[src/timer_defines.svh]
`ifndef TIMER_DEFINES_SVH
`define TIMER_DEFINES_SVH
// Register addresses (byte offsets)
`define ADDR_A_CONTROL 8'h16
`define ADDR_B_CONTROL 8'h17
`define ADDR_A_PERIOD 8'h18
`define ADDR_B_PERIOD 8'h19
`define ADDR_A_PULSE 8'h1a
`define ADDR_B_PULSE 8'h1b
`define ADDR_IRQ_STATUS 8'h1c
`define ADDR_IRQ_MASK 8'h1d
`define ADDR_COUNT_A 8'h1e
`define ADDR_COUNT_B 8'h1f
// Control field positions
`define CTL_FLOP_BIT 7
`define CTL_CLK_HI 6
`define CTL_CLK_LO 4
`define CTL_RUN_BIT 3
`define CTL_MODE_HI 2
`define CTL_MODE_LO 0
// Reset values
`define CONTROL_RESET 8'h00
`define PERIOD_RESET 8'hff
`define PULSE_RESET 8'hff
// Prescaler taps
`define TAP_FAST_11 11
`define TAP_FAST_7 7
`define TAP_FAST_5 5
`define TAP_FAST_3 3
`define TAP_FAST_1 1
`define TAP_SLOW_3 3
`define PRESCALE_WIDTH 12
`endif

[src/timer_pkg.sv]
`default_nettype none
package timer_pkg;
  typedef enum logic [2:0] {
    MODE_TIMER = 3'h0,
    MODE_DIVIDER = 3'h1,
    MODE_PWM = 3'h2,
    MODE_CASCADE = 3'h3
  } mode_t;
  typedef enum logic [2:0] {
    SUB_TIMER = 3'h4,
    SUB_WARMUP = 3'h5,
    SUB_PWM16 = 3'h6,
    SUB_PPG16 = 3'h7
  } sub_mode_t;
  typedef enum logic [2:0] {
    CLK_DIV11 = 3'h0,
    CLK_DIV7 = 3'h1,
    CLK_DIV5 = 3'h2,
    CLK_DIV3 = 3'h3,
    CLK_SLOW = 3'h4,
    CLK_DIV1 = 3'h5,
    CLK_FAST = 3'h6,
    CLK_PIN = 3'h7
  } clk_sel_t;
  typedef enum logic [1:0] {
    ST_IDLE = 2'b01,
    ST_RUN = 2'b10
  } run_state_t;
endpackage : timer_pkg
`default_nettype wire

[src/timer_tick_select.sv]
`timescale 1ns/10ps
`default_nettype none
`include "timer_defines.svh"
// Free-running prescalers turned into one-cycle enables
module timer_tick_select (
  input wire logic core_clk,
  input wire logic rst,
  input wire logic slow_osc_clock,
  input wire logic timer_a_pin,
  input wire logic timer_b_pin,
  input wire logic divider_tap_select,
  input wire logic low_speed,
  input wire logic [2:0] selA,
  input wire logic [2:0] selB,
  output logic tickA,
  output logic tickB
);
  typedef struct packed {
    logic [`PRESCALE_WIDTH-1:0] fastCnt;
    logic [3:0] slowCnt;
    logic slowPrev;
    logic pinAPrev;
    logic pinBPrev;
    logic tickA;
    logic tickB;
  } state_t;
  state_t st_r;
  state_t st_nxt;
  logic slowEdge;
  logic [`PRESCALE_WIDTH-1:0] fastRise;
  logic [3:0] slowRise;

  // Rising edge of a divider bit gives a one-cycle enable at its rate
  // Bit n-1 of a free counter rises once in 2^n cycles, hence the minus one
  function automatic logic pick(input logic [2:0] sel, input logic pinEdge,
    input logic [`PRESCALE_WIDTH-1:0] fr, input logic [3:0] sr, input logic se,
    input logic useSlow);
    logic r;
    r = 1'b0;
    case (sel)
      timer_pkg::CLK_DIV11: r = useSlow ? sr[`TAP_SLOW_3 - 1] : fr[`TAP_FAST_11 - 1];
      timer_pkg::CLK_DIV7: r = fr[`TAP_FAST_7 - 1];
      timer_pkg::CLK_DIV5: r = fr[`TAP_FAST_5 - 1];
      timer_pkg::CLK_DIV3: r = fr[`TAP_FAST_3 - 1];
      timer_pkg::CLK_SLOW: r = se;
      timer_pkg::CLK_DIV1: r = fr[`TAP_FAST_1 - 1];
      timer_pkg::CLK_FAST: r = 1'b1;
      default: r = pinEdge;
    endcase
    return r;
  endfunction : pick

  // Next state of counters and edge history
  always_comb
  begin
    st_nxt = st_r;
    slowEdge = slow_osc_clock & ~st_r.slowPrev;
    st_nxt.fastCnt = st_r.fastCnt + 1'b1;
    st_nxt.slowPrev = slow_osc_clock;
    st_nxt.pinAPrev = timer_a_pin;
    st_nxt.pinBPrev = timer_b_pin;
    if (slowEdge)
    begin
      st_nxt.slowCnt = st_r.slowCnt + 1'b1;
    end
    fastRise = st_nxt.fastCnt & ~st_r.fastCnt;
    slowRise = slowEdge ? (st_nxt.slowCnt & ~st_r.slowCnt) : 4'h0;
    // Registered enables; one cycle of latency costs a prescaler nothing
    st_nxt.tickA = pick(selA, timer_a_pin & ~st_r.pinAPrev, fastRise, slowRise, slowEdge,
      divider_tap_select | low_speed);
    st_nxt.tickB = pick(selB, timer_b_pin & ~st_r.pinBPrev, fastRise, slowRise, slowEdge,
      divider_tap_select | low_speed);
  end

  // State register; edge history resets low, so an input already high at reset release reads as an edge
  always_ff @(posedge core_clk or posedge rst)
  begin
    if (rst)
    begin
      st_r <= '0;
    end
    else
    begin
      st_r <= st_nxt;
    end
  end

  // Enables leave straight from the state register
  assign tickA = st_r.tickA;
  assign tickB = st_r.tickB;
endmodule : timer_tick_select
`default_nettype wire

[src/dual_timer.sv]
// Function
// Each unit has a control register, period compare and pulse-width compare register.
// Run bit zero stops and clears the counter; one starts counting.
// Mode 000 timer, 001 divider output, 010 PWM output.
// Mode 011 cascades both units into 16 bits; top-bit codes reserved.
// Clock select picks fast taps, slow, or pin; 000 slow/8 when selected.
// Software uses undivided fast clock in low speed only for warm-up.
// Software keeps mode, clock and flop fields while running.
// Stop write leaves mode, clock and flop fields unchanged.
// Start write may set mode, clock and flop; new values take effect.
// Software never writes the period while running.
// Pulse width may change while running only in PWM modes.
// Cascade needs first mode 011, sub-mode from second unit.
// Cascade counting clock comes from first unit's clock select.
// Cascade run and flop init come from the second unit.
// First control register resets to zero.
// Cascade upper sub-modes clock second unit from first overflow.
// Flop init bit loads the output flip-flop when counting starts.
// Each unit is an 8-bit up counter compared with its period.
//
// The address-and-strobe port was decided locally.
`timescale 1ns/10ps
`default_nettype none
`include "timer_defines.svh"
module dual_timer #(
  parameter int WIDTH = 8
) (
  input wire logic core_clk,
  input wire logic rst,
  input wire logic [7:0] addr,
  input wire logic [7:0] wdata,
  input wire logic wr,
  input wire logic rd,
  output logic [7:0] rdata,
  input wire logic slow_osc_clock,
  input wire logic timer_a_pin,
  input wire logic timer_b_pin,
  input wire logic divider_tap_select,
  input wire logic low_speed,
  output logic timer_a_out,
  output logic timer_b_out,
  output logic irq
);
  // Whole block state: registers, counters, flops and bus answer in one word
  typedef struct packed {
    // Software-visible registers
    logic [7:0] ctlA;
    logic [7:0] ctlB;
    logic [WIDTH-1:0] perA;
    logic [WIDTH-1:0] perB;
    logic [WIDTH-1:0] pwA;
    logic [WIDTH-1:0] pwB;
    // Live counters and output flops
    logic [WIDTH-1:0] cntA;
    logic [WIDTH-1:0] cntB;
    logic ffA;
    logic ffB;
    // Interrupt bookkeeping, bit 0 unit A, bit 1 unit B
    logic [1:0] status;
    logic [1:0] mask;
    // Run phase per unit; idle holds the counter clear
    timer_pkg::run_state_t stA;
    timer_pkg::run_state_t stB;
    logic [7:0] rdata;
    logic irq;
  } state_t;
  state_t st_r;
  state_t st_nxt;
  // Prescaler enables and decoded control fields
  logic tickA;
  logic tickB;
  logic [2:0] selA;
  logic [2:0] selB;
  logic cascade;
  logic runA;
  logic runB;
  logic ovfA;
  logic ovfB;
  logic [2:0] modeA;
  logic [2:0] modeB;
  logic [WIDTH-1:0] ctlWr;

  // Field pickers shared by both units
  function automatic logic [2:0] modeOf(input logic [7:0] c);
    return c[`CTL_MODE_HI:`CTL_MODE_LO];
  endfunction : modeOf

  function automatic logic [2:0] clkOf(input logic [7:0] c);
    return c[`CTL_CLK_HI:`CTL_CLK_LO];
  endfunction : clkOf

  function automatic logic runOf(input logic [7:0] c);
    return c[`CTL_RUN_BIT];
  endfunction : runOf

  function automatic logic flopOf(input logic [7:0] c);
    return c[`CTL_FLOP_BIT];
  endfunction : flopOf

  // The 16-bit PWM code means PWM only on the upper half of a cascade;
  // on the first unit that code is reserved and must not toggle the output
  function automatic logic isPwm(input logic [2:0] m, input logic casc);
    return casc ? (m == timer_pkg::SUB_PWM16) : (m == timer_pkg::MODE_PWM);
  endfunction : isPwm

  // Source selection, cascade routing
  always_comb
  begin
    cascade = modeOf(st_r.ctlA) == timer_pkg::MODE_CASCADE;
    modeA = modeOf(st_r.ctlA);
    modeB = modeOf(st_r.ctlB);
    selA = clkOf(st_r.ctlA);
    selB = clkOf(st_r.ctlB);
    // In a cascade one run bit starts both halves in the same cycle
    runA = cascade ? runOf(st_r.ctlB) : runOf(st_r.ctlA);
    runB = runOf(st_r.ctlB);
    ctlWr = wdata;
  end

  // Prescaler and edge detection; enables trail their source by one cycle
  timer_tick_select u_tick (
    .core_clk(core_clk),
    .rst(rst),
    .slow_osc_clock(slow_osc_clock),
    .timer_a_pin(timer_a_pin),
    .timer_b_pin(timer_b_pin),
    .divider_tap_select(divider_tap_select),
    .low_speed(low_speed),
    .selA(selA),
    .selB(selB),
    .tickA(tickA),
    .tickB(tickB)
  );

  // Counting, compare, registers and read-back
  always_comb
  begin
    st_nxt = st_r;
    // Overflow strobes last one cycle; they feed status and the cascade
    ovfA = 1'b0;
    ovfB = 1'b0;
    // Unit A: stopped counter is held clear
    unique case (st_r.stA)
      timer_pkg::ST_IDLE:
      begin
        st_nxt.cntA = '0;
        if (runA)
        begin
          st_nxt.stA = timer_pkg::ST_RUN;
          st_nxt.ffA = cascade ? flopOf(st_r.ctlB) : flopOf(st_r.ctlA);
        end
      end
      timer_pkg::ST_RUN:
      begin
        if (!runA)
        begin
          st_nxt.stA = timer_pkg::ST_IDLE;
          st_nxt.cntA = '0;
        end
        else if (tickA)
        begin
          if (st_r.cntA == st_r.perA)
          begin
            st_nxt.cntA = '0;
            ovfA = 1'b1;
            if (modeA == timer_pkg::MODE_DIVIDER)
            begin
              st_nxt.ffA = ~st_r.ffA;
            end
          end
          else
          begin
            st_nxt.cntA = st_r.cntA + 1'b1;
          end
          // PWM: output flips at pulse-width match
          if (isPwm(modeA, 1'b0) && st_r.cntA == st_r.pwA)
          begin
            st_nxt.ffA = ~st_r.ffA;
          end
        end
      end
      default:
      begin
        st_nxt.stA = timer_pkg::ST_IDLE;
      end
    endcase
    // Unit B: cascaded upper sub-modes count A overflows
    unique case (st_r.stB)
      timer_pkg::ST_IDLE:
      begin
        st_nxt.cntB = '0;
        if (runB)
        begin
          st_nxt.stB = timer_pkg::ST_RUN;
          st_nxt.ffB = flopOf(st_r.ctlB);
        end
      end
      timer_pkg::ST_RUN:
      begin
        if (!runB)
        begin
          st_nxt.stB = timer_pkg::ST_IDLE;
          st_nxt.cntB = '0;
        end
        else if ((cascade && modeB[2]) ? ovfA : tickB)
        begin
          if (st_r.cntB == st_r.perB)
          begin
            st_nxt.cntB = '0;
            ovfB = 1'b1;
            if (modeB == timer_pkg::MODE_DIVIDER || cascade)
            begin
              st_nxt.ffB = ~st_r.ffB;
            end
          end
          else
          begin
            st_nxt.cntB = st_r.cntB + 1'b1;
          end
          if (isPwm(modeB, cascade) && st_r.cntB == st_r.pwB)
          begin
            st_nxt.ffB = ~st_r.ffB;
          end
        end
      end
      default:
      begin
        st_nxt.stB = timer_pkg::ST_IDLE;
      end
    endcase
    // Register writes; start write may carry new fields
    if (wr)
    begin
      unique case (addr)
        `ADDR_A_CONTROL: st_nxt.ctlA = ctlWr;
        `ADDR_B_CONTROL: st_nxt.ctlB = ctlWr;
        `ADDR_A_PERIOD: st_nxt.perA = ctlWr;
        `ADDR_B_PERIOD: st_nxt.perB = ctlWr;
        `ADDR_A_PULSE: st_nxt.pwA = ctlWr;
        `ADDR_B_PULSE: st_nxt.pwB = ctlWr;
        `ADDR_IRQ_MASK: st_nxt.mask = ctlWr[1:0];
        default:
        begin
        end
      endcase
    end
    // Sticky status: new event wins over write-one clear
    st_nxt.status = st_r.status;
    if (wr && addr == `ADDR_IRQ_STATUS)
    begin
      st_nxt.status = st_r.status & ~ctlWr[1:0];
    end
    st_nxt.status = st_nxt.status | {ovfB, ovfA & ~cascade};
    st_nxt.irq = |(st_nxt.status & st_nxt.mask);
    // Read data valid the cycle after the strobe; unmapped reads zero
    st_nxt.rdata = 8'h00;
    if (rd)
    begin
      unique case (addr)
        `ADDR_A_CONTROL: st_nxt.rdata = st_r.ctlA;
        `ADDR_B_CONTROL: st_nxt.rdata = st_r.ctlB;
        `ADDR_A_PERIOD: st_nxt.rdata = st_r.perA;
        `ADDR_B_PERIOD: st_nxt.rdata = st_r.perB;
        `ADDR_A_PULSE: st_nxt.rdata = st_r.pwA;
        `ADDR_B_PULSE: st_nxt.rdata = st_r.pwB;
        `ADDR_IRQ_STATUS: st_nxt.rdata = {6'h00, st_r.status};
        `ADDR_IRQ_MASK: st_nxt.rdata = {6'h00, st_r.mask};
        `ADDR_COUNT_A: st_nxt.rdata = st_r.cntA;
        `ADDR_COUNT_B: st_nxt.rdata = st_r.cntB;
        default: st_nxt.rdata = 8'h00;
      endcase
    end
  end

  // Single state register
  always_ff @(posedge core_clk or posedge rst)
  begin
    if (rst)
    begin
      st_r <= '0;
      st_r.ctlA <= `CONTROL_RESET;
      st_r.ctlB <= `CONTROL_RESET;
      st_r.perA <= `PERIOD_RESET;
      st_r.perB <= `PERIOD_RESET;
      st_r.pwA <= `PULSE_RESET;
      st_r.pwB <= `PULSE_RESET;
      st_r.stA <= timer_pkg::ST_IDLE;
      st_r.stB <= timer_pkg::ST_IDLE;
    end
    else
    begin
      st_r <= st_nxt;
    end
  end

  // Every output is a state field, no logic after the flops
  assign rdata = st_r.rdata;
  assign irq = st_r.irq;
  assign timer_a_out = st_r.ffA;
  assign timer_b_out = st_r.ffB;
endmodule : dual_timer
`default_nettype wire

[config.mk]
export PLATFORM = sky130hd
export DESIGN_NAME = dual_timer
export DESIGN_NICKNAME = d
export VERILOG_FILES = /design/src/timer_pkg.sv /design/src/timer_tick_select.sv /design/src/dual_timer.sv
export VERILOG_INCLUDE_DIRS = /design/src
export SDC_FILE = /design/constraint.sdc
export NUM_CORES = 1
export LEC_CHECK = 0
export BUFFER_PORTS_ARGS = -buffer_cell sky130_fd_sc_hd__clkbuf_2
export CAP_MARGIN = 5
export CORE_AREA = 8 8 125 127
export CTS_BUF_LIST = sky130_fd_sc_hd__clkbuf_2
export CTS_CLUSTER_SIZE = 24
export DETAILED_ROUTE_END_ITERATION = 8
export DIE_AREA = 0 0 133 135
export PLACE_DENSITY_LB_ADDON = 0.12
export SYNTH_ARGS = -nofsm -noshare
export SYNTH_HDL_FRONTEND = slang
export SYNTH_SLANG_ARGS = --single-unit
[constraint.sdc]
create_clock -name core_clk -period 5.2 [get_ports core_clk]
set_input_delay 0.26 -clock core_clk [delete_from_list [all_inputs] [get_ports core_clk]]
set_output_delay 0.26 -clock core_clk [all_outputs]
set_load 0.05 [all_outputs]
==> metrics.md <==
| Metric | Value |
|---|---|
| Startpoint class of the critical path | `flip-flop` |
| Top cells by area, synth | `dfrtp_1 32%, dfstp_2 17%, mux2_2 11%, xnor2_1 6.2%, mux4_2 4.6%` |
| CP Data Required Time | `5720 ps` |
| Setup Skew | `39.8 ps` |
| Min Hold Slack | `about 110 ps` |
| Syn Inst Count | `around 470` |
| MaxCap Viol Count | `0` |
| TNS Setup | `0 ps` |
| # IOs | `36` |
| Critical Path End Type | `flip-flop` |
| Total track usage | `15.4%` |
| Routed wire length | `13500 um` |
| DR iter-0 viols | `between 200 and 300` |
| Post-synth EDFFs | `0` |
| Outcome | `complete, no violations` |
| DRC | `0` |
| Min-Delay Path Class | `primary input to asynchronous set/reset pin` |
| Endpoints failing setup | `0` |
| DIE WIDTH | `between 100 and 150 um` |
| Dpl hpwl | `between 9000 and 10000 um` |
| Maximum clock path buffer count | `2` |
| Slew Viols, Final | `0` |
| Final period util | `52.1%` |
| Max rail drop VDD | `approximately 200 uV` |
| Post-CTS Hold Fix Bufs | `12` |
| Placed Area | `between 5000 and 6000 um2` |
| Die Height | `roughly 140 um` |
| Post-CTS Resized | `0` |
| Arrival @ worst endpoint | `3230 ps` |
| Most common flop cell mapped by yosys | `dfrtp_1` |
| Vias in the first global route | `3692` |
| Routability Congestion | `0.832` |
| Seq/Total Area, Yosys | `just under 50%` |
| PD cells | `approximately 260 nW/um2` |
| GR peak layer | `met2` |
| Cell taking the most area after synthesis | `dfrtp_1` |
| Yosys Warn Count | `0` |
| Pin count of the biggest net entering global routing | `slightly above 70` |
| Gr ovfl total | `0` |
| Worst Tran Pin Value | `around 910 ps` |
| Average size of a mapped cell | `11.4 um2` |
| Syn nets | `507` |
| Clock sink count | `around 100` |
| RSZ-0062 raised after global routing | `no` |
| Total Die Area | `roughly 18000 um2` |
| H-tree Lvls | `3` |
| P&R area growth vs syn | `9.67%` |
| Wire per inst | `about 20 um` |
| DR vias/cell | `5.51` |
| CP Class | `flip-flop to flip-flop` |
| # rows | `43` |
| Clk_lat worst skew | `650 ps` |
| Synthesized area | `between 5000 and 6000 um2` |
| First-pass GRT wire length | `between 20000 and 25000 um` |
| Initial Utilization | `around two fifths` |
| CTS tree | `done` |
| NumNets Final | `540` |
| Final Cell Area | `slightly below 6000 um2` |
| Crit path time final | `between 2000 and 3000 ps` |
| Vias after detailed routing | `roughly 3800` |
| P_leak | `2.54 nW` |
| Setup repair bufs after CTS | `0` |
| DRT Pass-1 Iters | `5` |
| Clock root buffer | `clkbuf_2` |
| Yosys top cell area share | `a little under a third` |
| GR met1 Demand/Resource | `approximately a fifth` |
| Num CTS Buffers | `9` |
| Final Hold Vio Count | `0` |
| Core area | `around 14000 um2` |
| Number of distinct library cells after synthesis | `51` |
| IO buf count | `35` |
| Layout cell share with drive strength beyond 1 | `between 30% and 40%` |
| Slew margin rel. | `about two fifths` |
| Met3 Usage GRT | `about 4.4%` |
| Ys async rst share | `100%` |
| Critical path fanouts, max | `8` |
| Met2 GRT Util | `between 20% and 30%` |
| Post-synthesis register bit count | `102` |
| Clock transition at path regs | `roughly 310 ps` |
| Fmax | `roughly 0.37 GHz` |
| Initial antenna violation count | `1` |
| Final ANT Viol Nets | `0` |
==> critical path: stages, from the launching register on <==
cell and delay [ps]:
dfstp_2 450, inv_1 60, ha_1 260, nand2_1 100, mux2_4 300, nor4_4 540
o21ai_0 130, a21boi_0 620, nor2_1 110
==> placed cells by master (no fill, tap or decap), drive strengths merged, types with 7 or more instances in the layout <==
cell	count
ha	11
dfrtp	68
mux4	11
dfstp	34
nand2	37
nor2b	7
nor3	7
mux2	54
dlygate4sd3	12
nor2	17
nand4	14
nand3	11
xnor2	38
a22oi	10
inv	23
clkbuf	44
o21ai	25
a21oi	18
==> state kept, by name, summed over array words and instances, names as in the netlist, named ones only <==
| name | flops |
|---|---|
| modeA | 3 |
| selA | 3 |
| modeB | 3 |
| timer_b_out | 1 |
| timer_a_out | 1 |
| rdata | 8 |
| selB | 3 |
| runB | 1 |
| u_tick.st_r | 16 |
| st_r | 59 |
| u_tick.tickA | 1 |
| u_tick.tickB | 1 |
| irq | 1 |
==> final cells by class <==
type | instances | area (um2)
inverter | 22 | 87.6
sequential | 102 | 2590
antenna | 1 | 2.50
timing repair buffer | 48 | 303
clock buffer | 9 | 45.0
clock inverter | 7 | 72.6
tap | 180 | 225
fill | 1308 | 7710
multi-input combinational | 321 | 2570
==> layer usage <==
layer	vias up	part of all wire, %
met1	1925	47
li1	1774	-
met4	0	1.4
met5	-	0
met2	91	47
met3	15	5.1
==> stage by stage <==
step           instances  setup WS, ps  util, %  total power, mW
3_3_place_gp         661          2400     41.6             1.15
6_report             690          2490     43.3             1.54
3_5_place_dp         661          2320     41.6             1.15
4_1_cts              689          2520     43.3             1.56
5_1_grt              690          2230     43.3             1.62
2_1_floorplan        471          2320        -             1.07
==> worst paths after layout <==
path / start / to / slack (ps) / cells after the start
max: st_r[11] / st_r[22] / 2490 / 8
min: rst / u_tick.st_r[3] / 110 / 3
max reg2reg: st_r[11] / st_r[22] / 2490 / 8
min reg2reg: u_tick.st_r[18] / u_tick.st_r[18] / 500 / 1
max in group asynchronous: rst / st_r[10] / 3830 / 4
min in group core_clk: rd / rdata[6] / 110 / 3
==> cells by family after synthesis <==
logic type      count (synthesis)  synth area share, %
compound gates                 79                 9.35
xor+xnor                       43                 7.00
fa+ha+maj                      11                 2.56
buf+inv                        48                 4.00
flops                         102                 48.2
mux                            69                 16.7
simple gates                  119                 12.1
==> report_power, final <==
group          leakage [nW]  total [mW]  switching, mW  internal (mW)
Sequential             1.26       0.903         0.0474          0.855
Combinational          1.21       0.240          0.141         0.0986
Clock                0.0699       0.399          0.287          0.112
==> synth_stat cells, types with 4 or more instances <==
cell type  count
nor2b_1        7
mux2i_1        4
nand2_1       37
ha_1          11
nand4_1       14
mux4_2        11
dfrtp_1       68
buf_4          8
nor3_1         5
a21oi_1       18
mux2_2        53
clkbuf_1      16
and3_1         5
inv_1         21
xnor2_1       38
or4_1          4
nand3_1       11
a22oi_1       10
a222oi_1       6
xor2_1         5
nor2_1        16
o21ai_0       25
dfstp_2       34
No activity file was read; power rests on OpenSTA's default activity.
